### src/inc/cigc_regs.svh
// register offsets, field positions and timing constants of the configuration pin controller
// Notes on behaviour
// - external start-up clock paces initialization when enabled
// - indicator undriven while restart low, config start
// - loaded indicator option drives indicator low
// - initialization done releases indicator, enters user mode
// - global output enable low tristates all user I/O pins
// - global clear low clears all device registers
// - disabled option makes pin ordinary user I/O
`ifndef CIGC_REGS_SVH
`define CIGC_REGS_SVH

`define CIGC_ADDR_W 8
`define CIGC_DATA_W 32
`define CIGC_SYNC_W 5

`define CIGC_REG_OPTIONS 8'h00
`define CIGC_REG_STATUS 8'h04
`define CIGC_REG_IRQ_STAT 8'h08
`define CIGC_REG_IRQ_MASK 8'h0C

`define CIGC_OPT_CLK 0
`define CIGC_OPT_INIT 1
`define CIGC_OPT_OE 2
`define CIGC_OPT_CLR 3

`define CIGC_EV_USER 0
`define CIGC_EV_RESTART 1
`define CIGC_EV_CLEAR 2
`define CIGC_EV_TRISTATE 3

`define CIGC_RESP_OKAY 2'h0
`define CIGC_RESP_SLVERR 2'h2

`define CIGC_CLK_PERIOD_NS 25
`define CIGC_INT_TICK_NS 200
`define CIGC_INT_TICK_CYC ((`CIGC_INT_TICK_NS + `CIGC_CLK_PERIOD_NS - 1) / `CIGC_CLK_PERIOD_NS)
`define CIGC_DIV_W 4
`define CIGC_DIV_LAST 4'(`CIGC_INT_TICK_CYC - 1)
`define CIGC_INIT_CNT_W 4
`define CIGC_INIT_LAST 4'h7

`endif

### src/inc/cigc_pkg.sv
// types of the configuration pin controller
`include "cigc_regs.svh"
package cigc_pkg;

    typedef enum logic [2:0] {
        CIGC_S_HOLD = 3'b000,
        CIGC_S_CFG = 3'b001,
        CIGC_S_INIT = 3'b010,
        CIGC_S_USER = 3'b011
    } cigc_fsm_t;

    typedef struct packed {
        logic clr_n;
        logic out_en;
        logic init_done;
        logic startup_clk;
    } cigc_pins_t;

    typedef struct packed {
        logic [`CIGC_SYNC_W-1:0] s1;
        logic [`CIGC_SYNC_W-1:0] s2;
    } cigc_sync_t;

    typedef struct packed {
        cigc_fsm_t fsm;
        logic [3:0] opts;
        logic opt_loaded;
        logic [`CIGC_INIT_CNT_W-1:0] init_cnt;
        logic [`CIGC_DIV_W-1:0] div;
        logic clk_prev;
        logic restart_prev;
        logic [3:0] irq_stat;
        logic [3:0] irq_mask;
        logic irq;
        logic user_mode;
        logic dev_reg_clear;
        logic io_tristate;
        cigc_pins_t pin_out;
        cigc_pins_t pin_oe;
        cigc_pins_t user_in;
        logic aw_full;
        logic w_full;
        logic [`CIGC_ADDR_W-1:0] awaddr;
        logic [`CIGC_DATA_W-1:0] wdata;
        logic [3:0] wstrb;
        logic awready;
        logic wready;
        logic bvalid;
        logic [1:0] bresp;
        logic arready;
        logic rvalid;
        logic [1:0] rresp;
        logic [`CIGC_DATA_W-1:0] rdata;
    } cigc_state_t;

endpackage

### src/design/cigc_sync.sv
// two-stage synchroniser for the pin inputs
`timescale 1ns/1ps
`include "cigc_regs.svh"
module cigc_sync
    import cigc_pkg::*;
(
    input wire logic sys_clk,
    input wire logic nrst,
    input wire logic ce,
    input wire logic [`CIGC_SYNC_W-1:0] d,
    output logic [`CIGC_SYNC_W-1:0] q
);

    cigc_sync_t st;
    cigc_sync_t next_st;

    always_comb begin
        next_st.s1 = d;
        next_st.s2 = st.s1;
    end

    always_ff @(posedge sys_clk) begin
        if (!nrst) begin
            st <= '0;
        end else if (ce) begin
            st <= next_st;
        end
    end

    assign q = st.s2;

endmodule

### src/design/cigc_top.sv
// configuration pin controller: start-up pacing, completion indicator, global overrides, axi4-lite registers
//
// Local design decisions: the AXI4-Lite slave port and the placing of the registers.
`timescale 1ns/1ps
`include "cigc_regs.svh"
module cigc_top
    import cigc_pkg::*;
(
    input wire logic sys_clk,
    input wire logic nrst,
    input wire logic ce,
    // dedicated or user pins
    input wire logic config_restart_n,
    input wire cigc_pins_t pin_in,
    output cigc_pins_t pin_out,
    output cigc_pins_t pin_oe,
    // user side of the pins
    input wire cigc_pins_t user_out,
    input wire cigc_pins_t user_oe,
    output cigc_pins_t user_in,
    // configuration data path
    input wire logic cfg_first_frame,
    input wire logic [3:0] cfg_frame_opts,
    input wire logic cfg_data_done,
    // device-wide controls
    output logic user_mode,
    output logic io_tristate,
    output logic dev_reg_clear,
    output logic irq,
    // axi4-lite slave
    input wire logic [`CIGC_ADDR_W-1:0] s_axi_awaddr,
    input wire logic s_axi_awvalid,
    output logic s_axi_awready,
    input wire logic [`CIGC_DATA_W-1:0] s_axi_wdata,
    input wire logic [3:0] s_axi_wstrb,
    input wire logic s_axi_wvalid,
    output logic s_axi_wready,
    output logic [1:0] s_axi_bresp,
    output logic s_axi_bvalid,
    input wire logic s_axi_bready,
    input wire logic [`CIGC_ADDR_W-1:0] s_axi_araddr,
    input wire logic s_axi_arvalid,
    output logic s_axi_arready,
    output logic [`CIGC_DATA_W-1:0] s_axi_rdata,
    output logic [1:0] s_axi_rresp,
    output logic s_axi_rvalid,
    input wire logic s_axi_rready
);

    ////////////////////////////////////////////////////////////////////////////////
    // pin synchronisers

    logic [`CIGC_SYNC_W-1:0] sq;
    logic restart_s;
    cigc_pins_t pins_s;

    cigc_sync u_sync (
        .sys_clk(sys_clk),
        .nrst(nrst),
        .ce(ce),
        .d({config_restart_n, pin_in}),
        .q(sq)
    );

    assign restart_s = sq[`CIGC_SYNC_W-1];
    assign pins_s = cigc_pins_t'(sq[3:0]);

    ////////////////////////////////////////////////////////////////////////////////
    // state

    cigc_state_t st;
    cigc_state_t next_st;

    logic ext_tick;
    logic int_tick;
    logic tristate_req;
    logic clear_req;
    logic drive_done;
    logic [3:0] ev;
    logic [3:0] w1c;
    logic do_write;

    // pacing ticks for initialization
    assign ext_tick = st.opts[`CIGC_OPT_CLK] && pins_s.startup_clk && !st.clk_prev;
    assign int_tick = !st.opts[`CIGC_OPT_CLK] && (st.div == `CIGC_DIV_LAST);
    assign tristate_req = st.opts[`CIGC_OPT_OE] && !pins_s.out_en;
    assign clear_req = st.opts[`CIGC_OPT_CLR] && !pins_s.clr_n;
    // indicator pulled low only once its option has come in
    assign drive_done = st.opts[`CIGC_OPT_INIT] && st.opt_loaded &&
                        ((st.fsm == CIGC_S_CFG) || (st.fsm == CIGC_S_INIT));
    assign do_write = st.aw_full && st.w_full && !st.bvalid;

    always_comb begin
        next_st = st;
        ev = 4'h0;
        w1c = 4'h0;

        // register writes
        if (s_axi_awvalid && st.awready) begin
            next_st.aw_full = 1'b1;
            next_st.awaddr = s_axi_awaddr;
        end
        if (s_axi_wvalid && st.wready) begin
            next_st.w_full = 1'b1;
            next_st.wdata = s_axi_wdata;
            next_st.wstrb = s_axi_wstrb;
        end
        if (do_write) begin
            next_st.aw_full = 1'b0;
            next_st.w_full = 1'b0;
            next_st.bvalid = 1'b1;
            next_st.bresp = `CIGC_RESP_OKAY;
            case (st.awaddr)
                `CIGC_REG_OPTIONS: begin
                    if (st.wstrb[0]) begin
                        next_st.opts = st.wdata[3:0];
                    end
                end
                `CIGC_REG_STATUS: begin
                end
                `CIGC_REG_IRQ_STAT: begin
                    if (st.wstrb[0]) begin
                        w1c = st.wdata[3:0];
                    end
                end
                `CIGC_REG_IRQ_MASK: begin
                    if (st.wstrb[0]) begin
                        next_st.irq_mask = st.wdata[3:0];
                    end
                end
                default: begin
                    next_st.bresp = `CIGC_RESP_SLVERR;
                end
            endcase
        end
        if (st.bvalid && s_axi_bready) begin
            next_st.bvalid = 1'b0;
        end

        // register reads
        if (s_axi_arvalid && st.arready) begin
            next_st.rvalid = 1'b1;
            next_st.rresp = `CIGC_RESP_OKAY;
            next_st.rdata = '0;
            case (s_axi_araddr)
                `CIGC_REG_OPTIONS: begin
                    next_st.rdata[3:0] = st.opts;
                end
                `CIGC_REG_STATUS: begin
                    next_st.rdata[2:0] = st.fsm;
                    next_st.rdata[3] = st.user_mode;
                    next_st.rdata[4] = st.opt_loaded;
                    next_st.rdata[8:5] = pins_s;
                    next_st.rdata[9] = restart_s;
                end
                `CIGC_REG_IRQ_STAT: begin
                    next_st.rdata[3:0] = st.irq_stat;
                end
                `CIGC_REG_IRQ_MASK: begin
                    next_st.rdata[3:0] = st.irq_mask;
                end
                default: begin
                    next_st.rresp = `CIGC_RESP_SLVERR;
                end
            endcase
        end else if (st.rvalid && s_axi_rready) begin
            next_st.rvalid = 1'b0;
        end

        // internal pacing divider
        if (st.div == `CIGC_DIV_LAST) begin
            next_st.div = '0;
        end else begin
            next_st.div = st.div + `CIGC_DIV_W'(1);
        end
        next_st.clk_prev = pins_s.startup_clk;
        next_st.restart_prev = restart_s;

        // configuration and initialization sequence
        if (!restart_s) begin
            next_st.fsm = CIGC_S_HOLD;
            next_st.opt_loaded = 1'b0;
            next_st.init_cnt = '0;
        end else begin
            case (st.fsm)
                CIGC_S_HOLD: begin
                    next_st.fsm = CIGC_S_CFG;
                end
                CIGC_S_CFG: begin
                    if (cfg_first_frame) begin
                        next_st.opts = cfg_frame_opts;
                        next_st.opt_loaded = 1'b1;
                    end
                    if (cfg_data_done) begin
                        next_st.fsm = CIGC_S_INIT;
                        next_st.init_cnt = '0;
                    end
                end
                CIGC_S_INIT: begin
                    if (ext_tick || int_tick) begin
                        if (st.init_cnt == `CIGC_INIT_LAST) begin
                            next_st.fsm = CIGC_S_USER;
                        end else begin
                            next_st.init_cnt = st.init_cnt + `CIGC_INIT_CNT_W'(1);
                        end
                    end
                end
                CIGC_S_USER: begin
                end
                default: begin
                    next_st.fsm = CIGC_S_HOLD;
                end
            endcase
        end

        // device-wide overrides
        next_st.io_tristate = tristate_req;
        next_st.dev_reg_clear = clear_req;
        next_st.user_mode = (st.fsm == CIGC_S_USER);

        // pins: dedicated when option on, user i/o otherwise
        for (int i = 0; i < 4; i++) begin
            if (st.opts[i]) begin
                next_st.pin_out[i] = 1'b0;
                next_st.pin_oe[i] = 1'b0;
                next_st.user_in[i] = 1'b0;
            end else begin
                next_st.pin_out[i] = user_out[i];
                next_st.pin_oe[i] = user_oe[i] && !tristate_req;
                next_st.user_in[i] = pins_s[i];
            end
        end
        if (st.opts[`CIGC_OPT_INIT]) begin
            next_st.pin_out.init_done = 1'b0;
            next_st.pin_oe.init_done = drive_done;
        end

        // interrupt events, set wins over clear
        ev[`CIGC_EV_USER] = (st.fsm == CIGC_S_USER) && !st.user_mode;
        ev[`CIGC_EV_RESTART] = st.restart_prev && !restart_s;
        ev[`CIGC_EV_CLEAR] = clear_req && !st.dev_reg_clear;
        ev[`CIGC_EV_TRISTATE] = tristate_req && !st.io_tristate;
        next_st.irq_stat = (st.irq_stat & ~w1c) | ev;
        next_st.irq = |(next_st.irq_stat & next_st.irq_mask);

        // channel readiness
        next_st.awready = !next_st.aw_full && !next_st.bvalid;
        next_st.wready = !next_st.w_full && !next_st.bvalid;
        next_st.arready = !next_st.rvalid;
    end

    always_ff @(posedge sys_clk) begin
        if (!nrst) begin
            st <= '0;
        end else if (ce) begin
            st <= next_st;
        end
    end

    ////////////////////////////////////////////////////////////////////////////////
    // outputs

    assign pin_out = st.pin_out;
    assign pin_oe = st.pin_oe;
    assign user_in = st.user_in;
    assign user_mode = st.user_mode;
    assign io_tristate = st.io_tristate;
    assign dev_reg_clear = st.dev_reg_clear;
    assign irq = st.irq;
    assign s_axi_awready = st.awready;
    assign s_axi_wready = st.wready;
    assign s_axi_bvalid = st.bvalid;
    assign s_axi_bresp = st.bresp;
    assign s_axi_arready = st.arready;
    assign s_axi_rvalid = st.rvalid;
    assign s_axi_rresp = st.rresp;
    assign s_axi_rdata = st.rdata;
endmodule

### config.mk
export PLATFORM = sky130hd
export DESIGN_NAME = cigc_top
export DESIGN_NICKNAME = d
export VERILOG_FILES = /design/src/inc/cigc_pkg.sv /design/src/design/cigc_sync.sv /design/src/design/cigc_top.sv
export VERILOG_INCLUDE_DIRS = /design/src /design/src/inc
export SDC_FILE = /design/constraint.sdc
export NUM_CORES = 1
export LEC_CHECK = 0
export BUFFER_PORTS_ARGS = -buffer_cell sky130_fd_sc_hd__buf_2
export CAP_MARGIN = 15
export CORE_UTILIZATION = 25
export CTS_BUF_LIST = sky130_fd_sc_hd__clkbuf_4
export DETAILED_ROUTE_END_ITERATION = 10
export GPL_ROUTABILITY_DRIVEN = 1
export PLACE_DENSITY_LB_ADDON = 0.12
export SETUP_SLACK_MARGIN = 0.2
export SYNTH_ARGS = -nofsm -noshare
export SYNTH_HDL_FRONTEND = slang
export SYNTH_SLANG_ARGS = --single-unit
export TNS_END_PERCENT = 20
### constraint.sdc
create_clock -name sys_clk -period 1.9 [get_ports sys_clk]
set_clock_uncertainty 0.1 [all_clocks]
set_input_delay 0.095 -clock sys_clk [delete_from_list [all_inputs] [get_ports sys_clk]]
set_output_delay 0.095 -clock sys_clk [all_outputs]
set_load 0.005 [all_outputs]
==> results of run 1 <==
==> worst max-delay path, delay by kind of cell (launching register included) <==
family	cells	cell delay, ns
compound gates	2	0.33
buf+inv	2	0.34
flops	1	0.36
simple gates	3	0.53
==> power groups by stage <==
stage | logic, W | clock network [W] | registers (W)
after floorplan | 0.000246 | 0 | 0.00186
after detailed placement | 0.000337 | 0 | 0.00186
after global routing | 0.000465 | 0.00117 | 0.00183
after CTS | 0.000412 | 0.00110 | 0.00183
final | 0.000418 | 0.00103 | 0.00183
after global placement | 0.000333 | 0 | 0.00186
==> path summary, 6_finish.rpt <==
| check | cells after the start | start | to |
|---|---|---|---|
| setup / recovery | 7 | st[81]$_SDFFE_PN0P_ | irq$_SDFFE_PN0P_ |
| hold / removal | 5 | s_axi_araddr[0] | s_axi_rresp[1]$_SDFFE_PN0P_ |
| setup reg to reg | 7 | st[81]$_SDFFE_PN0P_ | irq$_SDFFE_PN0P_ |
| hold reg to reg | 2 | st[82]$_SDFFE_PN0P_ | st[82]$_SDFFE_PN0P_ |
==> layer usage <==
layer | GRT usage, % | part of all wire (%) | vias up
li1 | - | - | 1715
met5 | 0 | 0 | -
met3 | 4.235 | 5.3 | 5
met2 | 22.16 | 45 | 96
met1 | 18.11 | 49 | 1628
met4 | 3.854 | 0.78 | 0
==> cells by family after synthesis <==
logic type | after synthesis | synth area share (%)
flip-flops | 83 | 40.15
multiplexers | 32 | 8.646
buffers and inverters | 84 | 12.70
adder cells (fa/ha/maj) | 5 | 1.511
other | 1 | 0.09060
AND/OR/NAND/NOR | 149 | 21.16
XOR/XNOR | 1 | 0.2116
AO/OA/AOI/OAI | 90 | 15.54
==> sequential cells by signal, indices dropped and copies added, names as in the netlist <==
register,count
pin_oe,4
pin_out,4
s_axi_rvalid,1
st,40
s_axi_wready,1
s_axi_bvalid,1
user_in,4
s_axi_rdata,10
dev_reg_clear,1
io_tristate,1
s_axi_awready,1
s_axi_arready,1
u_sync.next_st,5
u_sync.q,5
irq,1
s_axi_bresp,1
s_axi_rresp,1
user_mode,1
==> layout by cell type (no fill, tap or decap), types with 4 or more instances in the layout <==
master / count
nand4_1: 5
o21ai_0: 16
mux2i_1: 29
nor2b_1: 40
dfxtp_2: 5
o22ai_1: 6
a22oi_1: 10
dlygate4sd3_1: 41
nand2_1: 42
dfxtp_1: 78
and2_1: 4
a22oi_2: 6
nand3_1: 8
buf_4: 29
buf_2: 80
clkbuf_4: 11
a21boi_0: 14
conb_1: 24
nor2b_2: 6
nor2_1: 16
inv_1: 13
a21oi_1: 14
==> per-stage QoR <==
step | hold slack (ns) | instance area, sq um
after floorplan | 0.1394 | 4233
after global placement | 0.2502 | 4621
after detailed placement | 0.2585 | 4621
after CTS | 0.002543 | 5226
after global routing | 0.01902 | 5323
final | 0.04695 | 5323
==> what timing repair did <==
action,4_1_cts,5_1_grt
gates resized for setup,7,16
pin swaps,4,9
buffers inserted,6,4
hold buffers,41,0
endpoints found under the hold margin,47,0
endpoints found under the setup margin,17,18
==> final cells by class <==
class | instances | area, sq um
antenna | 1 | 2.502
inverter | 14 | 52.55
fill | 1737 | 10680
multi-input combinational | 301 | 2125
timing repair buffer | 153 | 1080
clock buffer | 11 | 82.58
tap | 216 | 270.3
sequential | 83 | 1668
clock inverter | 4 | 42.54
==> run metrics, run 1 <==
status completed; Highest Clock Rate 563.8 MHz; maximum VDD drop 273.8 uV; ratio of cells with drive above 1 in the final layout 29.68%; share of the synthesized area in the top cell type 40.15%; Post-synth top cells dfxtp_1, buf_4, nand2_1, nor2b_1, mux2i_1; CP arrival 2.02 ns; die area 0.01707 sq mm; Inserted Clock Buffers 9; Clk pwr share 31.5%; DR iter-0 viols 179; Ports 136; most common cell in the netlist dfxtp_1; Synth area leaders dfxtp_1, buf_4, mux2i_1; root buf cell clkbuf_4; Final Hold Fails 0; Final min period ~1.8 ns; placed insts between 700 and 800; Synth Warn # 0; pre-CTS setup slack 0.009444 ns; Int Pwr 0.002428 W; leakage dissipation 2.266 nW; Residual DRC 0; Post-Layout Cell Count just under 800; nets between 600 and 700; PD cells 615.8 mW/mm^2; CTS Buffer Depth 2; core area 0.01600 sq mm; NetSw 0.0008499 W; Crit Path Max Fanout 5; chip width 130.7 um; Flop pwr share 55.7%; CTS tree done; GPL Wtd Cong 0.7635; Port Buf Inserts 80; Yosys reg bits 83; final setup fails 0; chip height between 100 and 150 um; antenna violations before repair 1; Congestion Overflow GR 0; Required @ worst endpoint 2.14 ns; # Max-Cap Violations 0; critical-path cell list nor4_4 -> buf_4 -> nand4_1 -> buf_6 -> nor3b_2 -> o32ai_2 -> o221a_1; number of enable-type register cells in the synthesized netlist 0; cell row count 46; Clock Latency Late Sink 0.45 ns; syn avg cell area 9.301 sq um; cell count after synthesis 445; Clock Sinks 83; dominant cell type by area after synthesis dfxtp_1; CP max stage cell dfxtp_2; drt pass-1 iters 4; critical path's largest stage delay 0.36 ns; vias in the first global route approximately 3300; RSZ-0062 raised after global routing true; crit path kind flip-flop to flip-flop; Synth Flop Type dfxtp_1; initial core utilization about a quarter; nature of the critical path endpoint flip-flop; Final Max Tran Viols 0; Min-Delay Path Class input pin to flip-flop; Post-synth ARST share 0%; post-synthesis sequential area ratio 40.15%; vias 3444; routed length per placed instance 14.36 um; P&R area growth vs syn 28.60%; clk slew on worst S/H paths 0.13 ns; Via density 4.398; reg-to-reg slack, setup 0.13 ns; Final Util approximately a third; Routed Antenna Nets 0; total track usage 13.90%; # H-tree levels 3; Net Sw Frac between 20% and 30%; Logic pwr share 12.7%; fin worst setup slack 0.1262 ns; Netlist cell types 52; total length of routed wires 11250 um; CP Launch Type flip-flop; area of the mapped netlist 0.004139 sq mm; final worst path period share 93.36%; first-pass GRT wire length 17610 um; Tot Pwr 0.003278 W; largest net degree at the start of global routing 34; Post-DP HPWL 8151 um; setup TNS 0 ns
No activity file was read; power rests on OpenSTA's default activity.
==> run 2, diff against run 1 <==
CTS_BUF_LIST = sky130_fd_sc_hd__clkbuf_4 sky130_fd_sc_hd__clkbuf_8 sky130_fd_sc_hd__clkbuf_16   (was sky130_fd_sc_hd__clkbuf_4)
==> run 2 against run 1 <==
Worst hold slack worse by 0.040 ns. Power is 23% higher. Count of clock-buffer cells in the layout is 2 higher. Clock power is 78% higher. Final cell count is 1.9% lower. Non-clock buffer count is 14 lower. Sequential cell count stayed put. Cell area is 0.71% higher. Worst setup slack better by 0.017 ns. Largest cell class unchanged. Maximum frequency is 0.98% higher. Critical path depth stayed put.
==> run metrics, run 2 (synthesis gave the netlist of run 1 again) <==
Port Buf Inserts 80 (unchanged); cell row count 46 (unchanged); core area 0.01600 sq mm (unchanged); Final Hold Fails 0 (unchanged); routed length per placed instance 14.57 um (+1.5%); status completed; initial core utilization 25.87% (unchanged); Congestion Overflow GR 0 (unchanged); root buf cell clkbuf_16; setup TNS 0 ns (unchanged); nature of the critical path endpoint flip-flop; Post-Layout Cell Count 768 (-1.9%); PD cells 755.2 mW/mm^2 (+23%); critical-path cell list nor4_4 -> buf_4 -> nand4_1 -> buf_6 -> nor3b_2 -> o32ai_2 -> o221a_1; highest-count cells in the layout ignoring fill and taps dfxtp_1, buf_2, nand2_1; leakage dissipation 2.287 nW (+0.91%); clk slew on worst S/H paths 0.06 ns (-0.07 ns); met3 Usage GRT 4.153% (-0.081 points); CP arrival 1.89 ns (-0.13 ns); # H-tree levels 3 (unchanged); # Max-Cap Violations 0 (unchanged); critical path's largest stage delay 0.33 ns (-0.03 ns); Post-DP HPWL 8151 um (unchanged); met2 Use GR 22.47% (+0.31 points); chip height 130.7 um (unchanged); Min-Delay Path Class input pin to flip-flop; placed insts 716 (unchanged); total track usage 13.87% (-0.035 points); Required @ worst endpoint 2.03 ns (-0.11 ns); Residual DRC 0 (unchanged); die area 0.01707 sq mm (unchanged); final setup fails 0 (unchanged); reg-to-reg slack, setup 0.14 ns (+0.02 ns); DR iter-0 viols 160 (-11%); vias in the first global route 3251 (-0.55%); antenna violations before repair 0 (-1); RSZ-0062 raised after global routing true; Final Max Tran Viols 0 (unchanged); ratio of cells with drive above 1 in the final layout 29.89% (+0.21 points); Via density 4.397 (about the same); total length of routed wires 11190 um (-0.49%); Ports 136 (unchanged); Crit Path Max Fanout 5 (unchanged); Highest Clock Rate 569.3 MHz (+0.98%); Clock Latency Late Sink 0.34 ns (-0.11 ns); CTS tree done; maximum VDD drop 398.6 uV (+46%); chip width 130.7 um (unchanged); Top Usage Layer GRT met2; CP Launch Type flip-flop; P&R area growth vs syn 29.50%; first-pass GRT wire length 17560 um (-0.27%); met1 Use GR 17.81% (-0.30 points); CTS Buffer Depth 2 (unchanged); Inserted Clock Buffers 9 (unchanged); vias 3377 (-1.9%); Inserted Diodes 0 (-1); largest net degree at the start of global routing 34 (unchanged); final worst path period share 92.45% (-0.91 points); nets 632 (-2.2%); crit path kind flip-flop to flip-flop; Routed Antenna Nets 0 (unchanged); Final min period 1.757 ns (-0.01727 ns); Reg with most FFs st; max reg flops 40 (unchanged); drt pass-1 iters 4 (unchanged); CP max stage cell dfxtp_2; GPL Wtd Cong 0.7635 (unchanged); Clock Sinks 83 (unchanged)
## run 2: cell types whose count changed in the layout (fill, tap and decap cells not counted), sizes merged
cell         before  now
dlygate4sd3      41   30
buf             112  109
clkbuf           11   13
clkinv            3    1
diode             1    0
## run 2: per-stage QoR
stage	hold slack [ns]	utilization, %	instance area [sq um]	total power (W)	setup slack (ns)
CTS	0.001441	33.12	5300	0.004105	0.1519
global placement	0.2502	28.88	4621	0.002196	0.04327
floorplan	0.1394	-	4233	0.002102	0.2354
global route	0.01194	33.50	5360	0.004219	0.06665
detailed placement	0.2585	28.88	4621	0.002201	0.009444
finish	0.007097	33.50	5360	0.004048	0.1434
## run 2: critical path: cells and delay by family (launching register included)
family / cells / cell delay [ns]
AO/OA/AOI/OAI: 2 / 0.33
buffers and inverters: 2 / 0.34
flip-flops: 1 / 0.33
AND/OR/NAND/NOR: 3 / 0.54
## run 2: layout make-up
cell class | instances | area [sq um]
Clock buffer | 13 | 267.8
Tap cell | 216 | 270.3
Clock inverter | 2 | 35.03
Sequential cell | 83 | 1665
Timing Repair Buffer | 139 | 947.2
Inverter | 14 | 52.55
Multi-Input combinational cell | 301 | 2122
Fill cell | 1720 | 10640
## run 2: final timing paths
kind | startpoint | end | depth (start not counted)
worst max-delay path | st[81]$_SDFFE_PN0P_ | irq$_SDFFE_PN0P_ | 7
worst min-delay path | cfg_frame_opts[1] | st[123]$_SDFFE_PN0P_ | 3
worst max register to register | st[81]$_SDFFE_PN0P_ | irq$_SDFFE_PN0P_ | 7
worst min register to register | st[82]$_SDFFE_PN0P_ | st[82]$_SDFFE_PN0P_ | 2
## run 2: metal layers
layer | part of all wire [%] | wire [um] | vias to the layer above
met5 | 0 | 0 | -
met4 | 0.97 | 108 | 0
met3 | 4.9 | 548 | 9
met2 | 45 | 4990 | 94
met1 | 50 | 5543 | 1592
li1 | - | - | 1682
## run 2: power breakdown
part / total, W / internal, W / switching (W) / leakage, nW
logic: 0.000393 / 0.000205 / 0.000188 / 1.46
clock network: 0.00183 / 0.00111 / 0.000717 / 0.153
registers: 0.00183 / 0.00179 / 0.0000385 / 0.676
total: 0.00405 / 0.00310 / 0.000943 / 2.29
## run 2: timing repair
action                                  CTS  global route
pin swaps                                 5             5
endpoints found under the setup margin   17            16
hold buffers                             30             0
endpoints found under the hold margin    30             0
buffers inserted                          6             1
resized for setup                         8            13
==> run 3, diff against run 2 <==
BUFFER_PORTS_ARGS = default   (was -buffer_cell sky130_fd_sc_hd__buf_2)
DONT_BUFFER_PORTS = 1   (was default)
==> run 3 against run 2 <==
Count of clock-buffer cells in the layout fell by 3. Register-to-register slack hardly changed. Worst hold slack better by 0.025 ns. Combinational power down 13%. Critical path depth is 1 lower. Largest power group is now the clock network. Global-route usage shrank 0.15 points. Non-clock buffer count decreased by 66. First-iteration DRC count down 26%.
==> run metrics, run 3 (synthesis gave the netlist of run 1 again) <==
setup TNS 0 ns (unchanged); Routed Antenna Nets 0 (unchanged); maximum VDD drop 475.3 uV (+19%); vias in the first global route 3090 (-5.0%); CP Launch Type flip-flop; Clock Sinks 83 (unchanged); largest net degree at the start of global routing 86 (+150%); die area 0.01707 sq mm (unchanged); crit path kind flip-flop to flip-flop; Min-Delay Path Class input pin to flip-flop; max reg flops 40 (unchanged); Final min period 1.771 ns (+0.01493 ns); # H-tree levels 3 (unchanged); routed length per placed instance 15.84 um (+8.7%); status completed; Crit Path Max Fanout 6 (+1); vias 3147 (-6.8%); placed insts 629 (-12%); total length of routed wires 11150 um (-0.38%); Logic pwr share 7.8% (-1.9 points); initial core utilization 25.87% (unchanged); Post-Layout Cell Count 704 (-8.3%); P&R area growth vs syn 25.03%; Port Buf Inserts 0 (-100%); highest-count cells in the layout ignoring fill and taps dfxtp_1, dlygate4sd3_1, nand2_1; Required @ worst endpoint 2.09 ns (+0.06 ns); chip width 130.7 um (unchanged); PD cells 837.5 mW/mm^2 (+11%); GPL Wtd Cong 0.7316 (-4.2%); pre-CTS setup slack 0.01997 ns (+0.01052 ns); RSZ-0062 raised after global routing true; critical-path cell list nor4_4 -> buf_4 -> nand4_4 -> nor2b_1 -> o32ai_1 -> o221a_1; cell row count 46 (unchanged); CTS tree done; CP max stage cell dfxtp_2; core area 0.01600 sq mm (unchanged); nature of the critical path endpoint flip-flop; first-pass GRT wire length 17200 um (-2.0%); Final Hold Fails 0 (unchanged); Net Sw Frac 21.15% (-2.2 points); root buf cell clkbuf_16; Flop pwr share 42.3% (-2.8 points); fin worst setup slack 0.1285 ns (-0.01492 ns); chip height 130.7 um (unchanged); Inserted Clock Buffers 9 (unchanged); Ports 136 (unchanged); # Max-Cap Violations 0 (unchanged); ratio of cells with drive above 1 in the final layout 15.02% (-15 points); Reg with most FFs st; Bufs and invs on worst path 1 (-1); Least-Margin Pin Slew 0.5609 ns; Post-DP HPWL 7312 um (-10%); Final Max Tran Viols 0 (unchanged); leakage dissipation 1.986 nW (-13%); Highest Clock Rate 564.5 MHz (-0.84%); Slew headroom 62.47%; commonest non-fill, non-tap cell in the layout dfxtp_1; clk slew on worst S/H paths 0.06 ns (about the same); DR iter-0 viols 118 (-26%); final worst path period share 93.24% (+0.79 points); Clock Latency Late Sink 0.35 ns (about the same); CP delay by family, top simple AND/OR/NAND/NOR gates; Residual DRC 0 (unchanged); Congestion Overflow GR 0 (unchanged); CTS Buffer Depth 2 (unchanged); final setup fails 0 (unchanged); CP arrival 1.96 ns (+0.07 ns); Clk pwr share 49.9% (+4.7 points); nets 566 (-10%); placed instance area 0.004143 sq mm (-10%); Int Pwr 0.003417 W (+10%); post-route cell area 0.005175 sq mm (-3.5%); Via density 4.470 (+1.7%); NetSw 0.0009168 W (-2.8%); total track usage 13.71% (-0.15 points); drt pass-1 iters 5 (+1); antenna violations before repair 2 (+2); critical path's largest stage delay 0.33 ns (about the same)
## run 3: final cells by class
class	count	area, sq um
fill	1704	10830
antenna	2	5.005
clock inverter	5	125.1
tap	216	270.3
timing repair buffer	73	714.4
clock buffer	10	239.0
multi-input combinational	301	2105
inverter	14	52.55
sequential	83	1664
## run 3: worst reg2reg max path: stages (launching register included)
cell     delay (ns)
dfxtp_2        0.33
nor4_4         0.30
buf_4          0.18
nand4_4        0.15
nor2b_1        0.18
o32ai_1        0.24
o221a_1        0.22
## run 3: repair_timing
action | in CTS | in global routing
endpoints found under the hold margin | 83 | 0
gates resized for setup | 6 | 11
pin swaps | 9 | 1
buffers inserted | 4 | 0
hold buffers | 54 | 0
setup endpoints to repair | 15 | 20
## run 3: path summary, 6_finish.rpt
check | startpoint | to | slack, ns | depth (start not counted)
worst max register to register | st[81]$_SDFFE_PN0P_ | irq$_SDFFE_PN0P_ | 0.13 | 6
worst min register to register | st[82]$_SDFFE_PN0P_ | st[82]$_SDFFE_PN0P_ | 0.37 | 2
worst max-delay path | st[81]$_SDFFE_PN0P_ | irq$_SDFFE_PN0P_ | 0.13 | 6
worst min-delay path | ce | s_axi_rresp[1]$_SDFFE_PN0P_ | 0.03 | 4
## run 3: power groups by stage
stage | clock (W) | sequential (W) | combinational [W]
CTS | 0.00223 | 0.00183 | 0.000340
floorplan | 0 | 0.00186 | 0.000246
global placement | 0 | 0.00187 | 0.000192
global route | 0.00231 | 0.00184 | 0.000377
finish | 0.00216 | 0.00183 | 0.000340
detailed placement | 0 | 0.00187 | 0.000195
## run 3: through the flow
step	hold slack, ns	power (W)	utilization, %
2_1_floorplan	0.1394	0.002102	-
3_3_place_gp	0.1016	0.002061	25.89
3_5_place_dp	0.1038	0.002065	25.89
4_1_cts	0.01785	0.004400	32.04
5_1_grt	0.02664	0.004524	32.34
6_report	0.03197	0.004334	32.34
## run 3: per-layer routing
| metal | wire length (um) | track usage (%) | part of all wire [%] |
|---|---|---|---|
| met3 | 727 | 5.375 | 6.5 |
| met5 | 0 | 0 | 0 |
| met4 | 106 | 3.854 | 0.95 |
| met1 | 5390 | 18.07 | 48 |
| met2 | 4924 | 20.67 | 44 |
